`src/rtl/pwm_out_pkg.sv`:
```
package pwm_out_pkg;
  localparam int CLK_HZ = 25_000_000;
  localparam logic [7:0] ADDR_CTRL = 8'h00;
  localparam logic [7:0] ADDR_OPTION = 8'h04;
  localparam logic [7:0] ADDR_MANUAL = 8'h08;
  localparam logic [7:0] ADDR_DEADBAND = 8'h0c;
  localparam logic [7:0] ADDR_DISABLE_MAP_REGISTER = 8'h10;
  localparam logic [7:0] ADDR_STATUS = 8'h14;
  localparam int CTRL_GEN_EN = 0;
  localparam int CTRL_MAN_EN = 1;
  localparam int CTRL_DIS_X = 2;
  localparam int CTRL_DIS_Y = 3;
  localparam int CTRL_FSEL_1 = 4;
  localparam int CTRL_FSEL_4 = 5;
  localparam int CTRL_FIE_1 = 6;
  localparam int CTRL_FIE_4 = 7;
  localparam int OPT_SEPARATE = 0;
  localparam int OPT_TOP_INV = 1;
  localparam int OPT_BOT_INV = 2;
  localparam int ST_PIN = 0;
  localparam int ST_FLAG = 2;
  localparam int ST_SOFT = 4;
  localparam int ST_OUT = 8;
  localparam logic [7:0] CTRL_RESET = 8'h00;
  localparam logic [2:0] OPTION_RESET = 3'h0;
  localparam logic [7:0] DEADBAND_RESET = 8'hff;
  localparam logic [7:0] DISABLE_MAP_REGISTER_RESET = 8'hff;
  localparam logic [1:0] RESP_OKAY = 2'h0;
  localparam logic [1:0] RESP_SLVERR = 2'h2;
endpackage

```
`src/rtl/motor_pwm_output_stage.sv`:
```
// The placing of the registers and register access over AXI4-Lite were decided locally.
`timescale 1ns/1ps
module motor_pwm_output_stage
  import pwm_out_pkg::*;
(
  input wire logic clk,
  input wire logic reset,
  input wire logic ce,
  input wire logic [5:0] gen_compare,
  input wire logic cycle_start,
  input wire logic fault_pin_1,
  input wire logic fault_pin_4,
  output logic [5:0] pwm_pin,
  output logic [5:0] pwm_pin_oe,
  output logic fault_irq_1,
  output logic fault_irq_4,
  input wire logic [31:0] s_axi_awaddr,
  input wire logic s_axi_awvalid,
  output logic s_axi_awready,
  input wire logic [31:0] s_axi_wdata,
  input wire logic [3:0] s_axi_wstrb,
  input wire logic s_axi_wvalid,
  output logic s_axi_wready,
  output logic [1:0] s_axi_bresp,
  output logic s_axi_bvalid,
  input wire logic s_axi_bready,
  input wire logic [31:0] s_axi_araddr,
  input wire logic s_axi_arvalid,
  output logic s_axi_arready,
  output logic [31:0] s_axi_rdata,
  output logic [1:0] s_axi_rresp,
  output logic s_axi_rvalid,
  input wire logic s_axi_rready
);

  // ------------------------------------------------
  // Helpers
  // ------------------------------------------------
  function automatic logic pin_level(input logic active, input logic invert);
    pin_level = active ^ invert;
  endfunction

  function automatic logic addr_known(input logic [7:0] a);
    addr_known = (a == ADDR_CTRL) || (a == ADDR_OPTION) || (a == ADDR_MANUAL) ||
                 (a == ADDR_DEADBAND) || (a == ADDR_DISABLE_MAP_REGISTER) || (a == ADDR_STATUS);
  endfunction

  // ------------------------------------------------
  // Register bus
  // ------------------------------------------------
  logic [7:0] ctrl_r;
  logic [2:0] option_r;
  logic option_done_r;
  logic [5:0] manual_output_register;
  logic [7:0] deadband_count_register;
  logic deadband_done_r;
  logic [7:0] disable_map_register;
  logic disable_map_register_done_r;
  logic [1:0] fault_flag_r;
  logic [1:0] fault_filt_r;
  logic [1:0] soft_dis_r;
  logic [7:0] aw_addr_r;
  logic aw_held_r;
  logic aw_hi_ok_r;
  logic [31:0] w_data_r;
  logic [3:0] w_strb_r;
  logic w_held_r;
  logic wr_go;
  logic [1:0] ack_nxt;

  assign wr_go = aw_held_r && w_held_r && !s_axi_bvalid;

  always_ff @(posedge clk or posedge reset) begin
    if (reset) begin
      s_axi_awready <= 1'b1;
      s_axi_wready <= 1'b1;
      aw_held_r <= 1'b0;
      w_held_r <= 1'b0;
      aw_addr_r <= 8'h00;
      aw_hi_ok_r <= 1'b0;
      w_data_r <= 32'h0000_0000;
      w_strb_r <= 4'h0;
      s_axi_bvalid <= 1'b0;
      s_axi_bresp <= RESP_OKAY;
    end else if (ce) begin
      if (s_axi_awvalid && s_axi_awready) begin
        aw_addr_r <= s_axi_awaddr[7:0];
        aw_hi_ok_r <= (s_axi_awaddr[31:8] == 24'h0);
        aw_held_r <= 1'b1;
        s_axi_awready <= 1'b0;
      end
      if (s_axi_wvalid && s_axi_wready) begin
        w_data_r <= s_axi_wdata;
        w_strb_r <= s_axi_wstrb;
        w_held_r <= 1'b1;
        s_axi_wready <= 1'b0;
      end
      if (wr_go) begin
        s_axi_bvalid <= 1'b1;
        s_axi_bresp <= (addr_known(aw_addr_r) && aw_hi_ok_r) ?
                       RESP_OKAY : RESP_SLVERR;
        aw_held_r <= 1'b0;
        w_held_r <= 1'b0;
      end
      if (s_axi_bvalid && s_axi_bready) begin
        s_axi_bvalid <= 1'b0;
        s_axi_awready <= 1'b1;
        s_axi_wready <= 1'b1;
      end
    end
  end

  // Control and write-once registers
  always_ff @(posedge clk or posedge reset) begin
    if (reset) begin
      ctrl_r <= CTRL_RESET;
      option_r <= OPTION_RESET;
      option_done_r <= 1'b0;
      manual_output_register <= 6'h00;
      deadband_count_register <= DEADBAND_RESET;
      deadband_done_r <= 1'b0;
      disable_map_register <= DISABLE_MAP_REGISTER_RESET;
      disable_map_register_done_r <= 1'b0;
    end else if (ce && wr_go && w_strb_r[0]) begin
      case (aw_addr_r)
        ADDR_CTRL: ctrl_r <= w_data_r[7:0];
        ADDR_OPTION: begin
          if (!option_done_r) begin
            option_r <= w_data_r[2:0];
            option_done_r <= 1'b1;
          end
        end
        ADDR_MANUAL: manual_output_register <= w_data_r[5:0];
        ADDR_DEADBAND: begin
          if (!deadband_done_r) begin
            deadband_count_register <= w_data_r[7:0];
            deadband_done_r <= 1'b1;
          end
        end
        ADDR_DISABLE_MAP_REGISTER: begin
          if (!disable_map_register_done_r) begin
            disable_map_register <= w_data_r[7:0];
            disable_map_register_done_r <= 1'b1;
          end
        end
        default: ;
      endcase
    end
  end

  // Fault flag acknowledge: write one to a flag bit in status
  always_comb begin
    ack_nxt = 2'b00;
    if (wr_go && w_strb_r[0] && aw_addr_r == ADDR_STATUS) begin
      ack_nxt = w_data_r[ST_FLAG+1:ST_FLAG];
    end
  end

  always_ff @(posedge clk or posedge reset) begin
    if (reset) begin
      s_axi_arready <= 1'b1;
      s_axi_rvalid <= 1'b0;
      s_axi_rdata <= 32'h0000_0000;
      s_axi_rresp <= RESP_OKAY;
    end else if (ce) begin
      if (s_axi_arvalid && s_axi_arready) begin
        s_axi_arready <= 1'b0;
        s_axi_rvalid <= 1'b1;
        s_axi_rresp <= RESP_OKAY;
        s_axi_rdata <= 32'h0000_0000;
        case (s_axi_araddr[7:0])
          ADDR_CTRL: s_axi_rdata[7:0] <= ctrl_r;
          ADDR_OPTION: s_axi_rdata[2:0] <= option_r;
          ADDR_MANUAL: s_axi_rdata[5:0] <= manual_output_register;
          ADDR_DEADBAND: s_axi_rdata[7:0] <= deadband_count_register;
          ADDR_DISABLE_MAP_REGISTER: s_axi_rdata[7:0] <= disable_map_register;
          ADDR_STATUS: begin
            s_axi_rdata[ST_PIN+1:ST_PIN] <= fault_filt_r;
            s_axi_rdata[ST_FLAG+1:ST_FLAG] <= fault_flag_r;
            s_axi_rdata[ST_SOFT+1:ST_SOFT] <= soft_dis_r;
            s_axi_rdata[ST_OUT+5:ST_OUT] <= pwm_pin;
          end
          default: s_axi_rresp <= RESP_SLVERR;
        endcase
        if (s_axi_araddr[31:8] != 24'h0) begin
          s_axi_rresp <= RESP_SLVERR;
        end
      end
      if (s_axi_rvalid && s_axi_rready) begin
        s_axi_rvalid <= 1'b0;
        s_axi_arready <= 1'b1;
      end
    end
  end

  // ------------------------------------------------
  // Fault inputs
  // ------------------------------------------------
  logic [1:0] fin;
  logic [1:0] fin_d1_r;
  logic [1:0] fin_d2_r;
  logic [1:0] fault_hold_r;
  logic [1:0] fsel;
  logic [1:0] fie;
  logic release_tick;
  logic src_manual_r;

  assign fin = {fault_pin_4, fault_pin_1};
  assign fsel = {ctrl_r[CTRL_FSEL_4], ctrl_r[CTRL_FSEL_1]};
  assign fie = {ctrl_r[CTRL_FIE_4], ctrl_r[CTRL_FIE_1]};
  // Without periodic cycles, manual output releases every clock
  assign release_tick = cycle_start || src_manual_r;

  always_ff @(posedge clk or posedge reset) begin
    if (reset) begin
      fin_d1_r <= 2'b00;
      fin_d2_r <= 2'b00;
      fault_filt_r <= 2'b00;
      fault_flag_r <= 2'b00;
    end else if (ce) begin
      fin_d1_r <= fin;
      fin_d2_r <= fin_d1_r;
      for (int i = 0; i < 2; i++) begin
        if (!fin[i]) begin
          fault_filt_r[i] <= 1'b0;
        end else if (fin_d1_r[i] && !fin_d2_r[i]) begin
          fault_filt_r[i] <= 1'b1;
        end
        if (fin[i] && fin_d1_r[i] && !fin_d2_r[i] && !fault_filt_r[i]) begin
          fault_flag_r[i] <= 1'b1;
        end else if (ack_nxt[i]) begin
          fault_flag_r[i] <= 1'b0;
        end
      end
    end
  end

  // Disabling latch per fault pin; index 1 is pin 4
  always_ff @(posedge clk or posedge reset) begin
    if (reset) begin
      fault_hold_r <= 2'b00;
    end else if (ce) begin
      for (int i = 0; i < 2; i++) begin
        // Latch on the filtered rise; manual pin 1 may clear while still high
        if (fin[i] && fin_d1_r[i] && !fin_d2_r[i]) begin
          fault_hold_r[i] <= 1'b1;
        end else if (release_tick) begin
          if (fsel[i]) begin
            if (!fault_filt_r[i]) begin
              fault_hold_r[i] <= 1'b0;
            end
          end else if (!fault_flag_r[i] && (i == 0 || !fin[i])) begin
            fault_hold_r[i] <= 1'b0;
          end
        end
      end
    end
  end

  always_ff @(posedge clk or posedge reset) begin
    if (reset) begin
      fault_irq_1 <= 1'b0;
      fault_irq_4 <= 1'b0;
    end else if (ce) begin
      fault_irq_1 <= fault_flag_r[0] && fie[0];
      fault_irq_4 <= fault_flag_r[1] && fie[1];
    end
  end

  // Soft disables, no flag and no request
  always_ff @(posedge clk or posedge reset) begin
    if (reset) begin
      soft_dis_r <= 2'b00;
    end else if (ce) begin
      for (int i = 0; i < 2; i++) begin
        if (ctrl_r[CTRL_DIS_X+i]) begin
          soft_dis_r[i] <= 1'b1;
        end else if (release_tick) begin
          soft_dis_r[i] <= 1'b0;
        end
      end
    end
  end

  // ------------------------------------------------
  // Disable mapping
  // ------------------------------------------------
  logic bank_x;
  logic bank_y;
  logic [5:0] chan_off;

  assign bank_x = fault_hold_r[0] || soft_dis_r[0];
  assign bank_y = fault_hold_r[1] || soft_dis_r[1];

  always_comb begin
    chan_off = 6'h00;
    for (int i = 0; i < 4; i++) begin
      if (bank_x && disable_map_register[i]) begin
        chan_off[i] = 1'b1;
      end
      if (bank_y && disable_map_register[4+i]) begin
        chan_off[2+i] = 1'b1;
      end
    end
    if (&disable_map_register && (bank_x || bank_y)) begin
      chan_off = 6'h3f;
    end
  end

  // ------------------------------------------------
  // Source select and dead-time
  // ------------------------------------------------
  logic manual_en;
  logic separate;
  logic [5:0] src;
  logic [2:0] top_in;
  logic [2:0] top_prev_r;
  logic [7:0] dead_cnt_r [3];
  logic [5:0] active;

  assign manual_en = ctrl_r[CTRL_MAN_EN];
  assign separate = option_r[OPT_SEPARATE];

  always_ff @(posedge clk or posedge reset) begin
    if (reset) begin
      src_manual_r <= 1'b0;
    end else if (ce) begin
      if (manual_en) begin
        src_manual_r <= 1'b1;
      end else if (cycle_start) begin
        src_manual_r <= 1'b0;
      end
    end
  end

  // Generator outputs count only while the generator is enabled
  assign src = src_manual_r ? manual_output_register :
               (ctrl_r[CTRL_GEN_EN] ? gen_compare : 6'h00);

  always_comb begin
    for (int p = 0; p < 3; p++) begin
      top_in[p] = src[2*p];
    end
  end

  always_ff @(posedge clk or posedge reset) begin
    if (reset) begin
      top_prev_r <= 3'h0;
      for (int p = 0; p < 3; p++) begin
        dead_cnt_r[p] <= 8'h00;
      end
    end else if (ce) begin
      top_prev_r <= top_in;
      for (int p = 0; p < 3; p++) begin
        if (top_in[p] != top_prev_r[p]) begin
          dead_cnt_r[p] <= deadband_count_register;
        end else if (dead_cnt_r[p] != 8'h00) begin
          dead_cnt_r[p] <= dead_cnt_r[p] - 8'h01;
        end
      end
    end
  end

  always_comb begin
    for (int p = 0; p < 3; p++) begin
      if (separate) begin
        active[2*p] = src[2*p];
        active[2*p+1] = src[2*p+1];
      end else begin
        // Dead count covers the cycle of the edge and the countdown
        if ((top_in[p] != top_prev_r[p] && deadband_count_register != 8'h00) ||
            dead_cnt_r[p] > 8'h01) begin
          active[2*p] = 1'b0;
          active[2*p+1] = 1'b0;
        end else begin
          active[2*p] = top_in[p];
          active[2*p+1] = !top_in[p] && (!src_manual_r || src[2*p+1]);
        end
      end
    end
  end

  // ------------------------------------------------
  // Pins
  // ------------------------------------------------
  always_ff @(posedge clk or posedge reset) begin
    if (reset) begin
      pwm_pin <= 6'h00;
      pwm_pin_oe <= 6'h00;
    end else if (ce) begin
      for (int c = 0; c < 6; c++) begin
        pwm_pin[c] <= pin_level(active[c] && !chan_off[c],
                                option_r[(c % 2 == 0) ? OPT_TOP_INV : OPT_BOT_INV]);
      end
      pwm_pin_oe <= (ctrl_r[CTRL_GEN_EN] || manual_en || src_manual_r) ? 6'h3f : 6'h00;
    end
  end

endmodule

```
`config.mk`:
```
export PLATFORM = sky130hd
export DESIGN_NAME = motor_pwm_output_stage
export DESIGN_NICKNAME = d
export VERILOG_FILES = /design/src/rtl/pwm_out_pkg.sv /design/src/rtl/motor_pwm_output_stage.sv
export SDC_FILE = /design/constraint.sdc
export NUM_CORES = 1
export LEC_CHECK = 0
export BUFFER_PORTS_ARGS = -buffer_cell sky130_fd_sc_hd__buf_2
export CAP_MARGIN = 0
export CORE_UTILIZATION = 50
export CTS_BUF_LIST = sky130_fd_sc_hd__clkbuf_4
export DETAILED_ROUTE_END_ITERATION = 7
export HOLD_SLACK_MARGIN = 0.15
export PLACE_DENSITY = 0.76
export SLEW_MARGIN = 0
export SYNTH_ARGS = -nofsm -noshare
export SYNTH_HDL_FRONTEND = slang
export SYNTH_SLANG_ARGS = --single-unit
export TNS_END_PERCENT = 20
```
`constraint.sdc`:
```
create_clock -name clk -period 5.6 [get_ports clk]
set_clock_uncertainty 0.15 [all_clocks]
set_input_delay 1.68 -clock clk [delete_from_list [all_inputs] [get_ports clk]]
set_output_delay 1.68 -clock clk [all_outputs]
set_load 0.01 [all_outputs]
```
==> results of run 1 <==
[layer usage]
layer	global-route usage	wire, microns	vias to the layer above
met4	0.1114	413	0
met3	0.05261	923	32
met1	0.3039	6971	2746
met2	0.4143	8091	190
li1	-	-	2577
met5	0	0	-
[flip-flops by register name, summed over array words and instances, names as in the netlist, 3 cells and up]
name	cells
aw_addr_r	8
ctrl_r	8
dead_cnt_r	24
deadband_count_register	8
disable_map_register	8
manual_output_register	6
option_r	3
pwm_pin	6
s_axi_rdata	14
top_prev_r	3
w_data_r	8
[final timing paths]
path / from / to / slack, ps / depth (start not counted)
setup reg to reg: src_manual_r / pwm_pin[1] / 3020 / 5
max in group asynchronous: reset / disable_map_register[5] / 3190 / 3
hold / removal: deadband_done_r / deadband_done_r / 320 / 1
hold reg to reg: deadband_done_r / deadband_done_r / 320 / 1
min in group asynchronous: reset / aw_held_r / 1160 / 2
setup / recovery: ce / deadband_count_register[7] / 2130 / 6
[worst max-delay path, delay by kind of cell]
kind                   cells  cell delay (ps)
and+or+nand+nor            4             1430
buffers and inverters      1              310
muxes                      1              380
[power by group]
part / internal (mW) / switching (mW)
combinational: 0.359 / 0.384
sequential: 1.12 / 0.246
clock: 0.307 / 0.353
[area by class of cell]
cell class / instances / area, sq um
fill: 1121 / 5465
multi-input combinational: 461 / 3269
sequential: 126 / 3177
timing repair buffer: 132 / 680.7
tap: 176 / 220.2
clock inverter: 15 / 168.9
clock buffer: 17 / 127.6
inverter: 21 / 81.33
[per-stage QoR]
| step | util | setup slack [ps] | hold slack [ps] | cells |
|---|---|---|---|---|
| 6_report | 0.5857 | 2134 | 324.8 | 948 |
| 5_1_grt | 0.5857 | 2023 | 345.0 | 948 |
| 4_1_cts | 0.5857 | 2148 | 328.9 | 948 |
| 3_5_place_dp | 0.5632 | 1549 | 302.0 | 916 |
| 3_3_place_gp | 0.5632 | 1612 | 292.3 | 916 |
| 2_1_floorplan | - | 445.5 | 280.0 | 659 |
[Yosys cell counts (4+ instances only)]
cell                        instances
sky130_fd_sc_hd__o2bb2ai_1          8
sky130_fd_sc_hd__nand3_1           14
sky130_fd_sc_hd__mux2_2            54
sky130_fd_sc_hd__nand2b_1           4
sky130_fd_sc_hd__nand4_1            6
sky130_fd_sc_hd__a2bb2oi_1          5
sky130_fd_sc_hd__dfrtp_1          107
sky130_fd_sc_hd__nand2_1           48
sky130_fd_sc_hd__nand4b_1           5
sky130_fd_sc_hd__a21oi_1           22
sky130_fd_sc_hd__and3_1             8
sky130_fd_sc_hd__a22o_1            24
sky130_fd_sc_hd__inv_1             20
sky130_fd_sc_hd__or2_2              4
sky130_fd_sc_hd__o21ai_0           32
sky130_fd_sc_hd__nor2b_1           12
sky130_fd_sc_hd__nand3b_1           6
sky130_fd_sc_hd__clkbuf_1          22
sky130_fd_sc_hd__nor4_1            18
sky130_fd_sc_hd__or3_1              4
sky130_fd_sc_hd__mux2i_1           22
sky130_fd_sc_hd__dfstp_2           19
sky130_fd_sc_hd__ha_1               9
sky130_fd_sc_hd__buf_4             25
sky130_fd_sc_hd__a31oi_1            6
sky130_fd_sc_hd__nor2_1            31
sky130_fd_sc_hd__a22oi_1           11
sky130_fd_sc_hd__nor3_1            19
sky130_fd_sc_hd__o22ai_1            5
sky130_fd_sc_hd__mux2_4             8
sky130_fd_sc_hd__a21boi_0           6
sky130_fd_sc_hd__a32o_1             5
[cells by family after synthesis]
logic type	Yosys count	share of synthesized area
xor+xnor	1	0.001298
flops	126	0.4707
mux	84	0.1405
other cells	1	0.0005556
buf+inv	72	0.05543
simple gates	196	0.1554
fa+ha+maj	9	0.01669
compound gates	151	0.1594
==> out/summary.txt, run 1 <==
Status = complete, no violations
Final cycle utilization of the critical path = 0.6189
Number of synthesized flops with an enable pin = 0
Overall routing resource usage = 0.2464
Initial core utilization = 0.5117
CTS Buf Count = 17
Dominant cell type by area after synthesis = sky130_fd_sc_hd__dfrtp_1
RePlAce Congestion = 0.8595
Finished Cell Area = 7725 sq um
Power, Total = 2.770 mW
Post-Synthesis Cell Area = 6749 sq um
Static leakage power = 3.708 nW
CTS Root Buffer Type = sky130_fd_sc_hd__clkbuf_4
# IOs = 172
Residual antenna-violating net count after detailed routing = 0
Final setup fails = 0
DP HPWL = 11.94 mm
CTS tree = yes
CTS H-Tree Depth = 4
Total count of max-transition violations in the final report = 0
Number of nets in the final layout = 885
Layout cells sized above 1 = 0.3316
Min-Delay Path Class = flop to flop
Remaining design rule violation count = 0
Final min period = 3466 ps
Kind of start point of the critical path = input port
Setup TNS Final = 0 ps
Number of register bits inferred by synthesis = 126
Vias = 5545
Synth-to-Final Area Change = 14.46%
Commonest non-fill, non-tap cell in the layout = sky130_fd_sc_hd__buf_2
Yosys synthesis warning count = 0
Maximum number of pins on one net before global-route repair = 72
Standard cell with the maximum stage delay on the critical path = sky130_fd_sc_hd__or3b_1
Post-detailed-route via-to-cell ratio = 5.849
Wire length per cell after detailed routing = 17.30 microns
Share of synthesized flip-flops with an asynchronous set or reset = 1.000
Initial antenna violation count = 0
Core ar. = 13190 sq um
Delay of the slowest cell on the worst path = 600 ps
Core Rows = 42
Required time worst endpoint = 5930 ps
Final hold viol count = 0
Area share of the largest cell type after synthesis = 0.3967
Cells taking the most area after synthesis = sky130_fd_sc_hd__dfrtp_1 40%, sky130_fd_sc_hd__mux2_2 9.0%, sky130_fd_sc_hd__dfstp_2 7.4%
Die area = 13970 sq um
Achievable Freq = 288.5 MHz
Deepest clock path buffer count = 2
Pin slew with the least headroom to its limit = 840.9 ps
Most used flip-flop cell after synthesis = sky130_fd_sc_hd__dfrtp_1
CP Cell Sequence = buf_2 -> nand4b_1 -> nor3_4 -> nand3_2 -> or3b_1 -> mux2_4
Via count of the first global-routing pass = 5464
Placed standard-cell area = 7428 sq um
Number of gates given a new drive strength after cts = 0
Remaining global-route overflow = 0
Power density over cell area = 358.5 nW/um^2
DR pass1 iterations = 5
Setup repair after global routing missed its margin = false
Commonest cells after routing, fill and taps aside = 124 x sky130_fd_sc_hd__buf_2, 107 x sky130_fd_sc_hd__dfrtp_1, 54 x sky130_fd_sc_hd__mux2_2, 48 x sky130_fd_sc_hd__nand2_1, 32 x sky130_fd_sc_hd__o21ai_0
Routed wire length = 16.40 mm
Count of inserted antenna diode cells = 0
Fraction of the yosys area taken by sequential cells = 0.4707
Path type of the worst setup path = input port to flop
Number of distinct library cells after synthesis = 65
Hold-fix buffers, CTS = 0
Input/output buffers = 124
Critical path data arrival time = 3800 ps
Wire length of the first global-routing pass = 26.90 mm
Max-Slew Margin vs Limit = 0.4394
DRT iter0 DRCs = 429
Vertical extent of the die = 118.2 microns
Number of standard cells after synthesis = 640
Highest net fanout along the worst path = 18
Clock slew at reported path FFs = 110 ps
Per-instance average area after synthesis = 10.55 sq um
Maximum vdd drop = 0.0002787 V
CTS sink count = 126
Insertion delay to the later sink of the worst-skew pair = 550 ps
Post-CTS setup repair buffer count = 0
Horizontal die dimension = 118.2 microns
Number of violations of the max-capacitance limit = 0
Kind of capture point of the worst setup path = flop
No activity file was read; power rests on OpenSTA's default activity.
==> run 2: changes to the inputs <==
==> constraint.sdc (replaced) <==
create_clock -name clk -period 3.5 [get_ports clk]
set_clock_uncertainty 0.15 [all_clocks]
set_input_delay 1.05 -clock clk [delete_from_list [all_inputs] [get_ports clk]]
set_output_delay 1.05 -clock clk [all_outputs]
set_load 0.01 [all_outputs]
==> out/summary.txt, run 2 (synthesis results as in run 1) <==
Most Used Layer, Global Route = met2
Hold-fix buffers, CTS = 0
Via count of the first global-routing pass = 5509
DR pass1 iterations = 4
Input/output buffers = 124
Post-detailed-route via-to-cell ratio = 5.853
Kind of capture point of the worst setup path = flop
Die area = 13970 sq um
DRT iter0 DRCs = 474
Achievable Freq = 374.3 MHz
Maximum vdd drop = 0.0003234 V
Met3 track demand over resource in global routing = 0.04875
Clock slew at reported path FFs = 100 ps
Vias = 5560
Final min period = 2672 ps
GR Layer Usage met1 = 0.3102
Number of flip-flops under the largest register name = 24
Remaining global-route overflow = 0
Combinational share of power = 0.280
Deepest clock path buffer count = 2
Initial core utilization = 0.5117
Maximum number of pins on one net before global-route repair = 127
Highest net fanout along the worst path = 14
Required time worst endpoint = 3770 ps
Insertion delay to the later sink of the worst-skew pair = 540 ps
Finished Cell Area = 7697 sq um
Status = complete, no violations
Number of nets in the final layout = 887
CTS tree = yes
CTS Root Buffer Type = sky130_fd_sc_hd__clkbuf_4
Total count of max-transition violations in the final report = 0
Core ar. = 13190 sq um
Initial antenna violation count = 0
# IOs = 172
RePlAce Congestion = 0.8672
Final hold viol count = 0
Global routing met2 resource utilization = 0.4011
Commonest cells after routing, fill and taps aside = 124 x sky130_fd_sc_hd__buf_2, 107 x sky130_fd_sc_hd__dfrtp_1, 54 x sky130_fd_sc_hd__mux2_2, 48 x sky130_fd_sc_hd__nand2_1, 32 x sky130_fd_sc_hd__o21ai_0
Number of violations of the max-capacitance limit = 0
CTS Buf Count = 17
Number of gates given a new drive strength after cts = 0
Overall routing resource usage = 0.2446
Wire length of the first global-routing pass = 27.01 mm
Setup TNS Final = 0 ps
Core Rows = 42
Clock power frac = 0.209
Setup repair after global routing missed its margin = false
P_sw = 1.532 mW
Commonest non-fill, non-tap cell in the layout = sky130_fd_sc_hd__buf_2
DP HPWL = 11.74 mm
Wire length per cell after detailed routing = 17.12 microns
Biggest regs = dead_cnt_r: 24 flops, s_axi_rdata: 14 flops
CTS sink count = 126
Share of the core filled with cells = 0.5836
Residual antenna-violating net count after detailed routing = 0
Routed wire length = 16.26 mm
Hold path depth = 1
Worst Reg-to-Reg Cells = 5
Placed standard-cell area = 7457 sq um
Pin slew with the least headroom to its limit = 819.1 ps
Final cycle utilization of the critical path = 0.7633
Internal power component = 2.750 mW
Kind of start point of the critical path = input port
Count of inserted antenna diode cells = 0
Power share of the sequential group = 0.512
Final setup fails = 0
Remaining design rule violation count = 0
Power density over cell area = 556.3 nW/um^2
Critical path data arrival time = 2940 ps
Post-CTS setup repair buffer count = 0
Synth-to-Final Area Change = 14.05%
Vertical extent of the die = 118.2 microns
Layout cells sized above 1 = 0.3282
Most flop-heavy register = dead_cnt_r
Max-Slew Margin vs Limit = 0.4470
Power, Total = 4.282 mW
Min-Delay Path Class = flop to flop
CTS H-Tree Depth = 4
Path type of the worst setup path = input port to flop
Static leakage power = 3.695 nW
Switching share of power = 0.3577
Horizontal die dimension = 118.2 microns
## run 2: per-layer routing
metal / vias up / share of wire
li1: 2584 / -
met1: 2722 / 0.42
met2: 216 / 0.49
met3: 38 / 0.061
met4: 0 / 0.029
met5: - / 0
## run 2: worst max-delay path, cell delays in order
cell and delay (ps):
sky130_fd_sc_hd__buf_2 110, sky130_fd_sc_hd__buf_4 210, sky130_fd_sc_hd__clkinv_1 460, sky130_fd_sc_hd__or3_1 550
sky130_fd_sc_hd__o21ai_0 210, sky130_fd_sc_hd__o31ai_1 110, sky130_fd_sc_hd__o221a_2 230
## run 2: final cells by class
type	count	area, sq um
inverter	21	82.58
tap	176	220.2
fill	1089	5493
timing repair buffer	134	708.2
clock buffer	22	165.2
sequential	126	3177
multi-input combinational	461	3269
clock inverter	10	75.07
## run 2: stage by stage
stage          setup WS [ps]  std cells  hold slack, ps
2_1_floorplan          759.3        659           280.0
3_3_place_gp           427.5        918           293.3
3_5_place_dp           361.9        918           303.2
4_1_cts                924.3        950           326.9
5_1_grt                770.2        950           345.5
6_report               828.3        950           325.7
## run 2: final timing paths
check | start | to | slack, ps
setup / recovery | ce | dead_cnt_r[14] | 830
hold / removal | deadband_done_r | deadband_done_r | 330
setup reg to reg | src_manual_r | pwm_pin[3] | 890
hold reg to reg | deadband_done_r | deadband_done_r | 330
max in group asynchronous | reset | fault_filt_r[1] | 2140
min in group asynchronous | reset | w_held_r | 510
## run 2: power by group through the flow
stage,registers (mW),clock network [mW],logic [mW]
final,2.19,0.894,1.20
after global routing,2.24,0.970,1.34
after CTS,2.18,0.913,1.20
after detailed placement,2.20,0,1.20
after global placement,2.19,0,1.14
after floorplan,2.07,0,0.953
==> run 3: changes to the inputs <==
--- a/config.mk
+++ b/config.mk
@@ -5,13 +5,14 @@
 export SDC_FILE = /design/constraint.sdc
 export NUM_CORES = 1
 export LEC_CHECK = 0
+export ABC_AREA = 1
 export BUFFER_PORTS_ARGS = -buffer_cell sky130_fd_sc_hd__buf_2
 export CAP_MARGIN = 0
 export CORE_UTILIZATION = 50
 export CTS_BUF_LIST = sky130_fd_sc_hd__clkbuf_4
 export DETAILED_ROUTE_END_ITERATION = 7
 export HOLD_SLACK_MARGIN = 0.15
-export PLACE_DENSITY = 0.76
+export PLACE_DENSITY = 0.79
 export SLEW_MARGIN = 0
 export SYNTH_ARGS = -nofsm -noshare
 export SYNTH_HDL_FRONTEND = slang
==> constraint.sdc (replaced) <==
create_clock -name clk -period 2.3 [get_ports clk]
set_clock_uncertainty 0.15 [all_clocks]
set_input_delay 0.69 -clock clk [delete_from_list [all_inputs] [get_ports clk]]
set_output_delay 0.69 -clock clk [all_outputs]
set_load 0.01 [all_outputs]
==> out/summary.txt, run 3 <==
CTS Buf Count = 17
Yosys synthesis warning count = 0
Final cycle utilization of the critical path = 0.8950
Deepest clock path buffer count = 2
Post-Synthesis Cell Area = 6892 sq um
Pin slew with the least headroom to its limit = 536.4 ps
Die area = 14260 sq um
Number of gates given a new drive strength after cts = 0
# IOs = 172
Share of synthesized flip-flops with an asynchronous set or reset = 1.000
Status = complete, no violations
Remaining design rule violation count = 0
Standard cell with the maximum stage delay on the critical path = sky130_fd_sc_hd__dfstp_2
CP Cell Sequence = buf_2
Clock slew at reported path FFs = 110 ps
Wire length of the first global-routing pass = 26.76 mm
GR Layer Usage met1 = 0.3189
Maximum number of pins on one net before global-route repair = 59
Final hold viol count = 0
Maximum vdd drop = 0.0005489 V
Commonest cells after routing, fill and taps aside = 257 x sky130_fd_sc_hd__nand2_1, 124 x sky130_fd_sc_hd__buf_2, 107 x sky130_fd_sc_hd__inv_1, 107 x sky130_fd_sc_hd__dfrtp_1, 89 x sky130_fd_sc_hd__o21ai_0
Residual antenna-violating net count after detailed routing = 0
Met3 track demand over resource in global routing = 0.05795
Path type of the worst setup path = flop to output port
Achievable Freq = 485.8 MHz
Number of register bits inferred by synthesis = 126
Hold_sp = s_axi_awaddr[0]
Synth-to-Final Area Change = 15.36%
Max-Slew Margin vs Limit = 0.6420
Post-detailed-route via-to-cell ratio = 5.095
CTS tree = yes
Power share of the sequential group = 0.444
Fraction of the yosys area taken by sequential cells = 0.4610
Area share of the largest cell type after synthesis = 0.3885
Internal power component = 4.259 mW
Most Used Layer, Global Route = met2
Kind of capture point of the worst setup path = output port
Required time worst endpoint = 1460 ps
Vertical extent of the die = 119.4 microns
Min-Delay Path Class = input port to flop
Number of buffers and inverters on the critical path = 1
Most frequent cell after synthesis = sky130_fd_sc_hd__nand2_1
CTS Root Buffer Type = sky130_fd_sc_hd__clkbuf_4
Most used flip-flop cell after synthesis = sky130_fd_sc_hd__dfrtp_1
Number of nets in the final layout = 1146
CTS sink count = 126
CTS H-Tree Depth = 4
Delay of the slowest cell on the worst path = 570 ps
DRT iter0 DRCs = 482
Power density over cell area = 864.5 nW/um^2
Finished Cell Area = 7950 sq um
Final min period = 2059 ps
Post-Place Worst Slack = 145.3 ps
Dominant cell type by area after synthesis = sky130_fd_sc_hd__dfrtp_1
Cells taking the most area after synthesis = sky130_fd_sc_hd__dfrtp_1 39%, sky130_fd_sc_hd__nand2_1 14%, sky130_fd_sc_hd__dfstp_2 7.2%
Worst Hold Margin = 203.3 ps
Highest net fanout along the worst path = 3
Biggest regs = dead_cnt_r: 24 flops, s_axi_rdata: 14 flops
Layout filler cell count = 1230
Share of the core filled with cells = 0.5956
Per-instance average area after synthesis = 7.787 sq um
Worst Reg-to-Reg Cells = 5
Count of inserted antenna diode cells = 0
Routed wire length = 16.11 mm
Most flop-heavy register = dead_cnt_r
Remaining global-route overflow = 0
Core Rows = 42
DR pass1 iterations = 6
Reg2reg end = option_r[2]
Clock power frac = 0.236
Setup repair after global routing missed its margin = false
Combinational share of power = 0.320
Setup WS post-layout = 241.4 ps
Post-synth top cells = 257 x sky130_fd_sc_hd__nand2_1, 108 x sky130_fd_sc_hd__inv_1, 107 x sky130_fd_sc_hd__dfrtp_1, 89 x sky130_fd_sc_hd__o21ai_0, 65 x sky130_fd_sc_hd__nor2_1
Terminating pin of the worst hold path = aw_addr_r[0]
Placed standard-cell area = 7644 sq um
Hold path depth = 3
Kind of start point of the critical path = flop
Final setup fails = 0
Number of flip-flops under the largest register name = 24
Critical path data arrival time = 1220 ps
Commonest non-fill, non-tap cell in the layout = sky130_fd_sc_hd__nand2_1
Input/output buffers = 124
Wire length per cell after detailed routing = 13.32 microns
Insertion delay to the later sink of the worst-skew pair = 540 ps
P_sw = 2.615 mW
Number of synthesized flops with an enable pin = 0
Layout cells sized above 1 = 0.2333
Static leakage power = 4.087 nW
Overall routing resource usage = 0.2398
Initial antenna violation count = 0
Reg2Reg Launch Point = aw_addr_r[1]
Via count of the first global-routing pass = 5618
Horizontal die dimension = 119.4 microns
Initial core utilization = 0.5163
Switching share of power = 0.3804
Cell family contributing the most delay on the critical path = flip-flops
Number of violations of the max-capacitance limit = 0
DP HPWL = 12.10 mm
Number of standard cells after synthesis = 885
RePlAce Congestion = 0.9327
Total count of max-transition violations in the final report = 0
Number of distinct library cells after synthesis = 41
Vias = 6160
Timing startpoint of the critical path = s_axi_awready
Flop-to-flop setup slack = 350 ps
Core ar. = 13350 sq um
Global routing met2 resource utilization = 0.3910
run 3: final cells by class:
cell class                      count  area (sq um)  share of cell area
Clock inverter                     12         146.4             0.01841
Sequential cell                   126          3177              0.3996
Clock buffer                       20         150.1             0.01889
Timing Repair Buffer              142         783.3             0.09852
Tap cell                          176         220.2             0.02770
Multi-Input combinational cell    621          3049              0.3835
Inverter                          112         424.2             0.05335
run 3: through the flow:
stage | setup TNS, ps | instances | power (mW)
finish | 0 | 1209 | 6.873
global route | 0 | 1209 | 7.373
CTS | 0 | 1209 | 6.893
detailed placement | 0 | 1176 | 5.271
global placement | 0 | 1176 | 5.190
floorplan | -8320 | 904 | 4.716
run 3: power groups by stage:
stage	Sequential (mW)	Clock (mW)	Combinational (mW)
4_1_cts	3.05	1.65	2.20
2_1_floorplan	3.03	0	1.68
6_report	3.05	1.62	2.20
3_3_place_gp	3.07	0	2.12
3_5_place_dp	3.08	0	2.19
5_1_grt	3.12	1.73	2.52
run 3: worst max-delay path by stage:
stage	to	depth (start not counted)	slack [ps]
after floorplan	aw_addr_r[0]	1	-80
after global placement	disable_map_register[2]	6	170
after detailed placement	disable_map_register[5]	6	150
after CTS	s_axi_arready	1	210
after global routing	dead_cnt_r[23]	10	140
final	s_axi_awready	1	240
run 3: repair_timing:
| action | in CTS | in global routing |
|---|---|---|
| hold endpoints to repair | 52 | 0 |
| hold buffers | 1 | 0 |
| buffers inserted | 0 | 0 |
run 3: routing by layer:
layer	share of wire	routed length, microns
met5	0	0
met4	0.015	248
met3	0.077	1238
met2	0.47	7637
met1	0.43	6984
run 3: cells by family (layout without fill, tap and decap cells):
logic type | count (synthesis) | count (layout) | share of synthesized area
AO/OA/AOI/OAI | 172 | 172 | 0.1465
XOR/XNOR | 6 | 6 | 0.007625
adder cells (fa/ha/maj) | 9 | 9 | 0.01634
buffers and inverters | 157 | 286 | 0.1069
flip-flops | 126 | 126 | 0.4610
other | 1 | 20 | 0.0005441
AND/OR/NAND/NOR | 414 | 414 | 0.2611
